--- config.mk ---
export PLATFORM = sky130hd
export DESIGN_NAME = spsc_device_flat
export DESIGN_NICKNAME = d
export VERILOG_FILES = /design/src/rtl/spsc_pkg.sv /design/src/rtl/spsc_if.sv /design/src/rtl/spsc_device.sv /design/src/flat_wrapper.sv
export SDC_FILE = /design/constraint.sdc
export NUM_CORES = 1
export LEC_CHECK = 0
export CORE_MARGIN = 4
export CORE_UTILIZATION = 67
export CTS_BUF_LIST = sky130_fd_sc_hd__clkbuf_4 sky130_fd_sc_hd__clkbuf_8
export DETAILED_ROUTE_END_ITERATION = 7
export DONT_BUFFER_PORTS = 1
export HOLD_SLACK_MARGIN = 0.06
export PLACE_DENSITY = 0.8
export SKIP_CTS_REPAIR_TIMING = 1
export SLEW_MARGIN = 5
export SYNTH_ARGS = -nofsm -noshare
export SYNTH_HDL_FRONTEND = slang
export SYNTH_SLANG_ARGS = --single-unit
--- constraint.sdc ---
create_clock -name mclk_i -period 4.6 [get_ports mclk_i]
set_input_delay 1.15 -clock mclk_i [delete_from_list [all_inputs] [get_ports mclk_i]]
set_output_delay 1.15 -clock mclk_i [all_outputs]
set_load 0.05 [all_outputs]
--- src/rtl/spsc_pkg.sv ---
package spsc_pkg;
   // ----------------------------------------
   // Timing
   // ----------------------------------------
   localparam int CLK_PERIOD_PS = 5000;
   localparam longint SHUTDOWN_LOW_MIN_US = 5000;
   localparam longint READY_MAX_US = 100000;
   localparam longint SLOW_STABLE_MAX_US = 2000;
   localparam longint FAST_STABLE_MAX_US = 20000;
   localparam int SLOW_STABLE_CYCLES = 64;
   localparam longint SLOW_HALF_PERIOD_NS = 15259;
   localparam longint SHUTDOWN_LOW_MIN_CYC = (SHUTDOWN_LOW_MIN_US * 1000000 + CLK_PERIOD_PS - 1) / CLK_PERIOD_PS;
   localparam longint SLOW_HALF_CYC = (SLOW_HALF_PERIOD_NS * 1000) / CLK_PERIOD_PS;
   localparam longint READY_MAX_CYC = (READY_MAX_US * 1000000) / CLK_PERIOD_PS;
   localparam int CNT_W = 32;
   // ----------------------------------------
   // Pull codes and power states
   // ----------------------------------------
   localparam logic [1:0] PULL_NONE = 2'h0;
   localparam logic [1:0] PULL_UP = 2'h1;
   localparam logic [1:0] PULL_DOWN = 2'h2;
   typedef enum logic [1:0] {
      SPSC_PS_SHUTDOWN,
      SPSC_PS_ACTIVE,
      SPSC_PS_NOT_ALLOWED
   } spsc_power_state_t;
endpackage

--- src/rtl/spsc_if.sv ---
`timescale 1ns/1ps
interface spsc_if;
   logic shutdown_request_low;
   logic shutdown_request_low_oe_n;
   logic slow_clk;
   logic io_supply_ok;
   logic core_supply_ok;
   logic host_serial_tx_pin;
   logic host_serial_tx_pin_oe_n;
   logic host_request_to_send_pin;
   logic host_request_to_send_pin_oe_n;
   logic audio_data_out_pin;
   logic audio_data_out_pin_oe_n;
   logic debug_transmit_pin;
   logic debug_transmit_pin_oe_n;
   logic host_serial_rx_pin;
   logic host_clear_to_send_pin;
   logic audio_bit_clock_pin;
   logic audio_frame_sync_pin;
   logic audio_data_in_pin;
   modport device (
      input shutdown_request_low, shutdown_request_low_oe_n, slow_clk, io_supply_ok, core_supply_ok,
      output host_serial_tx_pin, host_serial_tx_pin_oe_n, host_request_to_send_pin,
      output host_request_to_send_pin_oe_n, audio_data_out_pin, audio_data_out_pin_oe_n,
      output debug_transmit_pin, debug_transmit_pin_oe_n,
      input host_serial_rx_pin, host_clear_to_send_pin, audio_bit_clock_pin,
      input audio_frame_sync_pin, audio_data_in_pin
   );
   modport host (
      output shutdown_request_low, shutdown_request_low_oe_n, slow_clk, io_supply_ok, core_supply_ok,
      input host_serial_tx_pin, host_serial_tx_pin_oe_n, host_request_to_send_pin,
      input host_request_to_send_pin_oe_n, audio_data_out_pin, audio_data_out_pin_oe_n,
      input debug_transmit_pin, debug_transmit_pin_oe_n,
      output host_serial_rx_pin, host_clear_to_send_pin, audio_bit_clock_pin,
      output audio_frame_sync_pin, audio_data_in_pin
   );
endinterface

--- src/rtl/spsc_device.sv ---
`timescale 1ns/1ps
module spsc_device (
   // Clock and reset
   input wire logic mclk_i,
   input wire logic reset_n_i,
   // Link to host
   spsc_if.device link,
   // Status
   output spsc_pkg::spsc_power_state_t power_state_o,
   output logic internal_reset_n_o,
   output logic [1:0] host_pull_o,
   output logic [1:0] audio_pull_o
);
   // ----------------------------------------
   // Pin synchronisers
   // ----------------------------------------
   // Three stages; second and third must agree before a change counts
   logic [2:0] sd_sync, slow_sync, io_sync, core_sync;
   logic sd_lvl, slow_lvl, io_lvl, core_lvl;
   logic next_sd_lvl, next_slow_lvl, next_io_lvl, next_core_lvl;
   logic sd_pin;
   // Floating input reads low: shutdown is the safe default
   assign sd_pin = link.shutdown_request_low_oe_n ? 1'b0 : link.shutdown_request_low;

   always_comb
   begin
      next_sd_lvl = (sd_sync[1] == sd_sync[2]) ? sd_sync[2] : sd_lvl;
      next_slow_lvl = (slow_sync[1] == slow_sync[2]) ? slow_sync[2] : slow_lvl;
      next_io_lvl = (io_sync[1] == io_sync[2]) ? io_sync[2] : io_lvl;
      next_core_lvl = (core_sync[1] == core_sync[2]) ? core_sync[2] : core_lvl;
   end

   always_ff @(posedge mclk_i or negedge reset_n_i)
   begin
      if (!reset_n_i)
      begin
         sd_sync <= 3'h0;
         slow_sync <= 3'h0;
         io_sync <= 3'h0;
         core_sync <= 3'h0;
         sd_lvl <= 1'b0;
         slow_lvl <= 1'b0;
         io_lvl <= 1'b0;
         core_lvl <= 1'b0;
      end
      else
      begin
         sd_sync <= {sd_sync[1:0], sd_pin};
         slow_sync <= {slow_sync[1:0], link.slow_clk};
         io_sync <= {io_sync[1:0], link.io_supply_ok};
         core_sync <= {core_sync[1:0], link.core_supply_ok};
         sd_lvl <= next_sd_lvl;
         slow_lvl <= next_slow_lvl;
         io_lvl <= next_io_lvl;
         core_lvl <= next_core_lvl;
      end
   end

   // ----------------------------------------
   // Power state and sequencing
   // ----------------------------------------
   typedef enum logic [1:0] {SPSC_SQ_RESET, SPSC_SQ_WAIT_EDGE, SPSC_SQ_BOOT, SPSC_SQ_READY} spsc_seq_t;
   spsc_seq_t seq, next_seq;
   spsc_pkg::spsc_power_state_t next_power_state;
   logic slow_prev, next_slow_prev;
   logic next_internal_reset_n;
   logic [6:0] slow_cnt, next_slow_cnt;
   logic slow_rise;

   assign slow_rise = slow_lvl & ~slow_prev;

   always_comb
   begin
      next_slow_prev = slow_lvl;
      next_seq = seq;
      next_slow_cnt = slow_cnt;
      next_internal_reset_n = internal_reset_n_o;
      if (!io_lvl || !core_lvl)
         next_power_state = sd_lvl ? spsc_pkg::SPSC_PS_NOT_ALLOWED : spsc_pkg::SPSC_PS_SHUTDOWN;
      else
         next_power_state = sd_lvl ? spsc_pkg::SPSC_PS_ACTIVE : spsc_pkg::SPSC_PS_SHUTDOWN;
      if (next_power_state != spsc_pkg::SPSC_PS_ACTIVE)
      begin
         // Any lapse of supply or shutdown restarts the whole sequence
         next_seq = SPSC_SQ_RESET;
         next_slow_cnt = 7'h0;
         next_internal_reset_n = 1'b0;
      end
      else
      begin
         case (seq)
            SPSC_SQ_RESET:
               next_seq = SPSC_SQ_WAIT_EDGE;
            SPSC_SQ_WAIT_EDGE:
               if (slow_rise)
               begin
                  // Reset lifts on a slow-clock edge, never mid-period
                  next_internal_reset_n = 1'b1;
                  next_seq = SPSC_SQ_BOOT;
               end
            SPSC_SQ_BOOT:
               if (slow_rise)
               begin
                  // Wait out the slow clock settling window before ready
                  if (slow_cnt == 7'(spsc_pkg::SLOW_STABLE_CYCLES - 1))
                     next_seq = SPSC_SQ_READY;
                  else
                     next_slow_cnt = slow_cnt + 7'h1;
               end
            SPSC_SQ_READY:
               next_seq = SPSC_SQ_READY;
            default:
               next_seq = SPSC_SQ_RESET;
         endcase
      end
   end

   always_ff @(posedge mclk_i or negedge reset_n_i)
   begin
      if (!reset_n_i)
      begin
         seq <= SPSC_SQ_RESET;
         power_state_o <= spsc_pkg::SPSC_PS_SHUTDOWN;
         slow_prev <= 1'b0;
         slow_cnt <= 7'h0;
         internal_reset_n_o <= 1'b0;
      end
      else
      begin
         seq <= next_seq;
         power_state_o <= next_power_state;
         slow_prev <= next_slow_prev;
         slow_cnt <= next_slow_cnt;
         internal_reset_n_o <= next_internal_reset_n;
      end
   end

   // ----------------------------------------
   // Pin states
   // ----------------------------------------
   logic next_pins_oe_n, pins_oe_n;
   logic next_rts, rts;
   logic [1:0] next_host_pull, next_audio_pull;

   always_comb
   begin
      next_pins_oe_n = !((next_seq != SPSC_SQ_RESET) && (next_power_state == spsc_pkg::SPSC_PS_ACTIVE));
      next_rts = (next_seq != SPSC_SQ_READY);
      next_host_pull = spsc_pkg::PULL_UP;
      next_audio_pull = spsc_pkg::PULL_DOWN;
   end

   always_ff @(posedge mclk_i or negedge reset_n_i)
   begin
      if (!reset_n_i)
      begin
         pins_oe_n <= 1'b1;
         rts <= 1'b1;
         host_pull_o <= spsc_pkg::PULL_UP;
         audio_pull_o <= spsc_pkg::PULL_DOWN;
      end
      else
      begin
         pins_oe_n <= next_pins_oe_n;
         rts <= next_rts;
         host_pull_o <= next_host_pull;
         audio_pull_o <= next_audio_pull;
      end
   end

   // Active: tx driven high throughout, rts driven high until ready; audio out stays Hi-Z
   assign link.host_serial_tx_pin = 1'b1;
   // Enables come straight from a flop so no decode glitch reaches a pin
   assign link.host_serial_tx_pin_oe_n = pins_oe_n;
   assign link.host_request_to_send_pin = rts;
   assign link.host_request_to_send_pin_oe_n = pins_oe_n;
   assign link.audio_data_out_pin = 1'b0;
   assign link.audio_data_out_pin_oe_n = 1'b1;
   assign link.debug_transmit_pin = 1'b0;
   assign link.debug_transmit_pin_oe_n = pins_oe_n;
endmodule

--- src/flat_wrapper.sv ---
// flat-port wrapper written by rule: the top's interface ports become plain ports
module spsc_device_flat 
  (mclk_i, reset_n_i, power_state_o, internal_reset_n_o, host_pull_o, audio_pull_o, link_shutdown_request_low, link_shutdown_request_low_oe_n, link_slow_clk, link_io_supply_ok, link_core_supply_ok, link_host_serial_tx_pin, link_host_serial_tx_pin_oe_n, link_host_request_to_send_pin, link_host_request_to_send_pin_oe_n, link_audio_data_out_pin, link_audio_data_out_pin_oe_n, link_debug_transmit_pin, link_debug_transmit_pin_oe_n, link_host_serial_rx_pin, link_host_clear_to_send_pin, link_audio_bit_clock_pin, link_audio_frame_sync_pin, link_audio_data_in_pin);
  spsc_if link_i ();
  input wire logic mclk_i;
  input wire logic reset_n_i;
  output spsc_pkg::spsc_power_state_t power_state_o;
  output logic internal_reset_n_o;
  output logic [1:0] host_pull_o;
  output logic [1:0] audio_pull_o;
  input wire logic [$bits(link_i.shutdown_request_low)-1:0] link_shutdown_request_low;
  input wire logic [$bits(link_i.shutdown_request_low_oe_n)-1:0] link_shutdown_request_low_oe_n;
  input wire logic [$bits(link_i.slow_clk)-1:0] link_slow_clk;
  input wire logic [$bits(link_i.io_supply_ok)-1:0] link_io_supply_ok;
  input wire logic [$bits(link_i.core_supply_ok)-1:0] link_core_supply_ok;
  output wire logic [$bits(link_i.host_serial_tx_pin)-1:0] link_host_serial_tx_pin;
  output wire logic [$bits(link_i.host_serial_tx_pin_oe_n)-1:0] link_host_serial_tx_pin_oe_n;
  output wire logic [$bits(link_i.host_request_to_send_pin)-1:0] link_host_request_to_send_pin;
  output wire logic [$bits(link_i.host_request_to_send_pin_oe_n)-1:0] link_host_request_to_send_pin_oe_n;
  output wire logic [$bits(link_i.audio_data_out_pin)-1:0] link_audio_data_out_pin;
  output wire logic [$bits(link_i.audio_data_out_pin_oe_n)-1:0] link_audio_data_out_pin_oe_n;
  output wire logic [$bits(link_i.debug_transmit_pin)-1:0] link_debug_transmit_pin;
  output wire logic [$bits(link_i.debug_transmit_pin_oe_n)-1:0] link_debug_transmit_pin_oe_n;
  input wire logic [$bits(link_i.host_serial_rx_pin)-1:0] link_host_serial_rx_pin;
  input wire logic [$bits(link_i.host_clear_to_send_pin)-1:0] link_host_clear_to_send_pin;
  input wire logic [$bits(link_i.audio_bit_clock_pin)-1:0] link_audio_bit_clock_pin;
  input wire logic [$bits(link_i.audio_frame_sync_pin)-1:0] link_audio_frame_sync_pin;
  input wire logic [$bits(link_i.audio_data_in_pin)-1:0] link_audio_data_in_pin;
  assign link_i.shutdown_request_low = link_shutdown_request_low;
  assign link_i.shutdown_request_low_oe_n = link_shutdown_request_low_oe_n;
  assign link_i.slow_clk = link_slow_clk;
  assign link_i.io_supply_ok = link_io_supply_ok;
  assign link_i.core_supply_ok = link_core_supply_ok;
  assign link_host_serial_tx_pin = link_i.host_serial_tx_pin;
  assign link_host_serial_tx_pin_oe_n = link_i.host_serial_tx_pin_oe_n;
  assign link_host_request_to_send_pin = link_i.host_request_to_send_pin;
  assign link_host_request_to_send_pin_oe_n = link_i.host_request_to_send_pin_oe_n;
  assign link_audio_data_out_pin = link_i.audio_data_out_pin;
  assign link_audio_data_out_pin_oe_n = link_i.audio_data_out_pin_oe_n;
  assign link_debug_transmit_pin = link_i.debug_transmit_pin;
  assign link_debug_transmit_pin_oe_n = link_i.debug_transmit_pin_oe_n;
  assign link_i.host_serial_rx_pin = link_host_serial_rx_pin;
  assign link_i.host_clear_to_send_pin = link_host_clear_to_send_pin;
  assign link_i.audio_bit_clock_pin = link_audio_bit_clock_pin;
  assign link_i.audio_frame_sync_pin = link_audio_frame_sync_pin;
  assign link_i.audio_data_in_pin = link_audio_data_in_pin;
  spsc_device u_core (.mclk_i(mclk_i), .reset_n_i(reset_n_i), .link(link_i), .power_state_o(power_state_o), .internal_reset_n_o(internal_reset_n_o), .host_pull_o(host_pull_o), .audio_pull_o(audio_pull_o));
endmodule
# Word-level counts from Yosys, hierarchy flattened
# Cells that the tools add are included.
# totals
elab_cells,58
register_bits,31
in_bits,12
# classes
add_sub_neg,1
eq_ne,12
mux,16
bitwise_logic,2
reduce_logical,12
# op_table
op,count
$mux 7,4
$mux 2,6
$pmux 2 s4,1
$reduce_bool 2->1,4
$add 7x1->7 const B,1
$eq 7x6->1 const B,1
$mux 1,5
$eq 1x1->1,4
$eq 2x1->1 const B,2
$eq 2x2->1 const B,2
$ne 2x1->1 const B,2
$logic_not 1->1,3
$reduce_and 3->1,1
$logic_not 2->1,1
$ne 2x2->1 const B,1
$reduce_and 2->1,1
$and 1x1->1,1
$logic_and 1x1->1,1
$logic_or 1x1->1,1
$not 1->1,1

# Logic depth before layout (Yosys ltp)
# depth
depth_word,8
mapped_depth,5
mapped_depth_nobuf,5

# Worst setup path after synthesis
# Ideal clock, no wire load.
# synth_timing
path_kind,reg-to-output
from,reg u_core.pins_oe_n (netlist: u_core.link.debug_transmit_pin_oe_n)
to,out link_host_request_to_send_pin_oe_n
required_time_ps,3450
arrival_ps,928
path_slack_ps,2522
path_stages_with_launch,2
n_path_buf,1
cell_sequence,dfstp_2 -> buf_4
# synth_lines
item,line,source
"start, declared",spsc_device.sv:141,"logic next_pins_oe_n, pins_oe_n;"
"start signal, assigned",spsc_device.sv:164,pins_oe_n <= next_pins_oe_n;
"end, declared",flat_wrapper.sv:19,output wire logic [$bits(link_i.host_request_to_send_pin_oe_n)-1:0] link_host_request_to_send_pin_oe_n;
# No word-level cell between the ends.

# Final worst setup path
# layout_timing
from,reg u_core.pins_oe_n (netlist: u_core.link.debug_transmit_pin_oe_n)
to,out link_debug_transmit_pin_oe_n
# layout_lines
item,line,source
"end, declared",flat_wrapper.sv:23,output wire logic [$bits(link_i.debug_transmit_pin_oe_n)-1:0] link_debug_transmit_pin_oe_n;
# No word-level cell between the ends.

==> flow_metrics.env <==
export IMPL_diodes=0
export IMPL_crit_reg2reg_launch="u_core.slow_cnt[0]"
export IMPL_fin_area_um2=1226
export IMPL_final_max_slew_violation_count=0
export IMPL_max_cap_violations=0
export IMPL_startpoint_type="flip-flop"
export IMPL_worst_ep_arrival_time_ps=1330
export IMPL_synth_commonest_cells="dfrtp_1 (29), buf_4 (10), nor2_1 (10), maj3_1 (4), xor2_1 (4)"
export IMPL_p_per_area_nw_per_um2=430.4
export IMPL_p_leak_nw=0.5630
export IMPL_synth_compound_area_share_pct=6.170
export IMPL_first_global_vias=589
export IMPL_fin_cells=108
export IMPL_cts_max_path_buffers=2
export IMPL_place_inst=100
export IMPL_max_vdd_ir_drop_mv=0.2901
export IMPL_wl_per_cell_um=15.67
export IMPL_root_buffer="clkbuf_4"
export IMPL_initial_utilization_pct=74.60
export IMPL_startpoint="u_core.link.debug_transmit_pin_oe_n"
export IMPL_crit_type="reg2out"
export IMPL_synthXorXnorAreaFrac_pct=2.979
export IMPL_min_path_cells=0
export IMPL_synthSimpleGateAreaFrac_pct=11.70
export IMPL_insertion_delay_ps=320
export IMPL_dr_total_vias=614
export IMPL_total_power_uw=527.8
export IMPL_numClockSinks=31
export IMPL_skew_ps=8.682
export IMPL_synth_edf_count=0
export IMPL_track_usage_pct=15.71
export IMPL_finalWorstSetupSlack_ps=2117
export IMPL_swShare_pct=21.41
export IMPL_whs_endpoint="u_core.slow_sync[1]"
export IMPL_gp_congestion=0.6863
export IMPL_antenna_found_initial=0
export IMPL_multiInputGateArea_um2=337.8
export IMPL_grt_pass1_wl_mm=2.704
export IMPL_die_w_um=49.90
export IMPL_crit_required_ps=3450
export IMPL_drt_total_wl_mm=1.692
export IMPL_post_synth_top_count_cell="dfrtp_1"
export IMPL_ys_types=26
export IMPL_synth_top_family_by_area="simple AND/OR/NAND/NOR gates"
export IMPL_rsz0062_at_grt="false"
export IMPL_cts_buffers=5
export IMPL_dieArea_um2=2490
export IMPL_synthTopCellsByArea="dfrtp_1 (62%), buf_4 (6.4%), dfstp_2 (4.5%)"
export IMPL_p_clk_share_pct=40.5
export IMPL_critPathMaxFanout=3
export IMPL_pre_cts_ws_ps=2455
export IMPL_drive_above_1_share_pct=14.13
export IMPL_p_seq_share_pct=55.6
export IMPL_nets=104
export IMPL_drtPass1Iterations=3
export IMPL_hp_start="u_core.slow_sync[0]"
export IMPL_status="finished, final reports clean"
export IMPL_rr_worst_depth=5
export IMPL_ff2ff_setup_slack_ps=2960
export IMPL_seq_area_frac_synth_pct=66.17
export IMPL_syn_area_um2=1176
export IMPL_clkSlewWorstSetupHoldPaths_ps=90
export IMPL_reg2reg_to="u_core.slow_cnt[1]"
export IMPL_ys_flop_type="dfrtp_1"
export IMPL_core_rowCount=14
export IMPL_area_growth_pct=4.256
export IMPL_grt_max_degree=32
export IMPL_cts_tree="yes"
export IMPL_fin_setup_tns_ps=0
export IMPL_synthAdderAreaFrac_pct=4.468
export IMPL_synth_cells=89
export IMPL_fin_crit_sh_pct=53.97
export IMPL_port_buffer_count=0
export IMPL_ys_ff_latch=31
export IMPL_final_util_pct=77.78
export IMPL_drtIter0Drc=5
export IMPL_synth_mux_area_share_pct=0.8511
export IMPL_synth_top_area_share_pct=61.70
export IMPL_synthArstFlopShare_pct=100.0
export IMPL_io_pins=27
export IMPL_post_route_min_period_ps=2483
export IMPL_ant_nets=0
export IMPL_critical_path_endpoint_type="output port"
export IMPL_worst_pin_slew_ps=725.7
export IMPL_yosysTopAreaCell="dfrtp_1"
export IMPL_drt_vias_per_instance=5.685
export IMPL_yosys_warnings=0
export IMPL_drc=0
export IMPL_power_switching_uw=113.0
export IMPL_grt_ovfl_total=0
export IMPL_whs_ps=370.1
export IMPL_core_area_um2=1577
export IMPL_relSlewSlack_pct=51.73
export IMPL_setup_violations=0
export IMPL_cts_htree_levels=2
export IMPL_dp_final_hpwl_mm=1.155
export IMPL_p_int_uw=414.8
export IMPL_hold_path_class="reg2reg"
export IMPL_nFillCells=91
export IMPL_postSynthAreaPerCell_um2=13.21
export IMPL_p_comb_share_pct=3.9
export IMPL_die_h_um=49.90
export IMPL_placed_cell_area_um2=1140
export IMPL_seqCellArea_um2=778.2
export IMPL_max_freq_mhz=402.8
export IMPL_finalHoldViolCount=0
-- cells by family after synthesis --
group                      after synthesis
DFF                                     31
and+or+nand+nor                         25
buffers and inverters                   12
AOI/OAI and AO/OA                        9
adders and majority gates                5
xor gates and xnor gates                 4
other                                    2
muxes                                    1
-- worst max-delay path by stage --
stage,slack (ps),to,cells past startpoint
after floorplan,2520,link_host_request_to_send_pin_oe_n,1
final,2120,link_debug_transmit_pin_oe_n,0
after CTS,2090,link_debug_transmit_pin_oe_n,0
after detailed placement,2460,link_debug_transmit_pin_oe_n,0
after global routing,2050,link_host_request_to_send_pin_oe_n,0
after global placement,2460,link_debug_transmit_pin_oe_n,0
-- power by group through the flow --
| stage | Combinational [mW] | Sequential [mW] | Clock (mW) |
|---|---|---|---|
| floorplan | 0.0268 | 0.295 | 0 |
| global placement | 0.0198 | 0.298 | 0 |
| detailed placement | 0.0203 | 0.299 | 0 |
| CTS | 0.0203 | 0.294 | 0.222 |
| global route | 0.0212 | 0.295 | 0.237 |
| finish | 0.0204 | 0.293 | 0.214 |
-- registers in the layout, summed over array words and instances (netlist names), 2 cells and up --
signal and cells:
u_core.slow_cnt 7, u_core.core_sync 3, u_core.io_sync 3, u_core.sd_sync 3, u_core.slow_sync 3, u_core.power_state_o 2
u_core.seq 2
-- layout by cell type (no fill, tap or decap), types with 2 or more instances in the layout --
master,n
and3_1,2
nor2b_1,2
nand3b_1,2
conb_1,8
clkbuf_4,5
nand3_1,3
nor2_1,10
a21oi_1,2
xor2_1,4
o21ai_0,2
dfstp_2,2
nand2_1,3
maj3_1,4
dfrtp_1,29
-- area by class of cell --
cell class	count	share of cell area (%)
clock buffer	6	4.184
clock inverter	2	2.857
inverter	1	0.3061
multi-input combinational	52	27.55
sequential	31	63.47
tap	16	1.633
-- routing by layer --
metal / global-route usage (%) / up-vias / wire (µm)
met5: 0 / - / 0
met2: 23.79 / 20 / 831
met4: 9.677 / 0 / 28
met3: 7.530 / 4 / 111
li1: - / 283 / -
met1: 17.78 / 307 / 721
(Power assumes the default switching activity.)
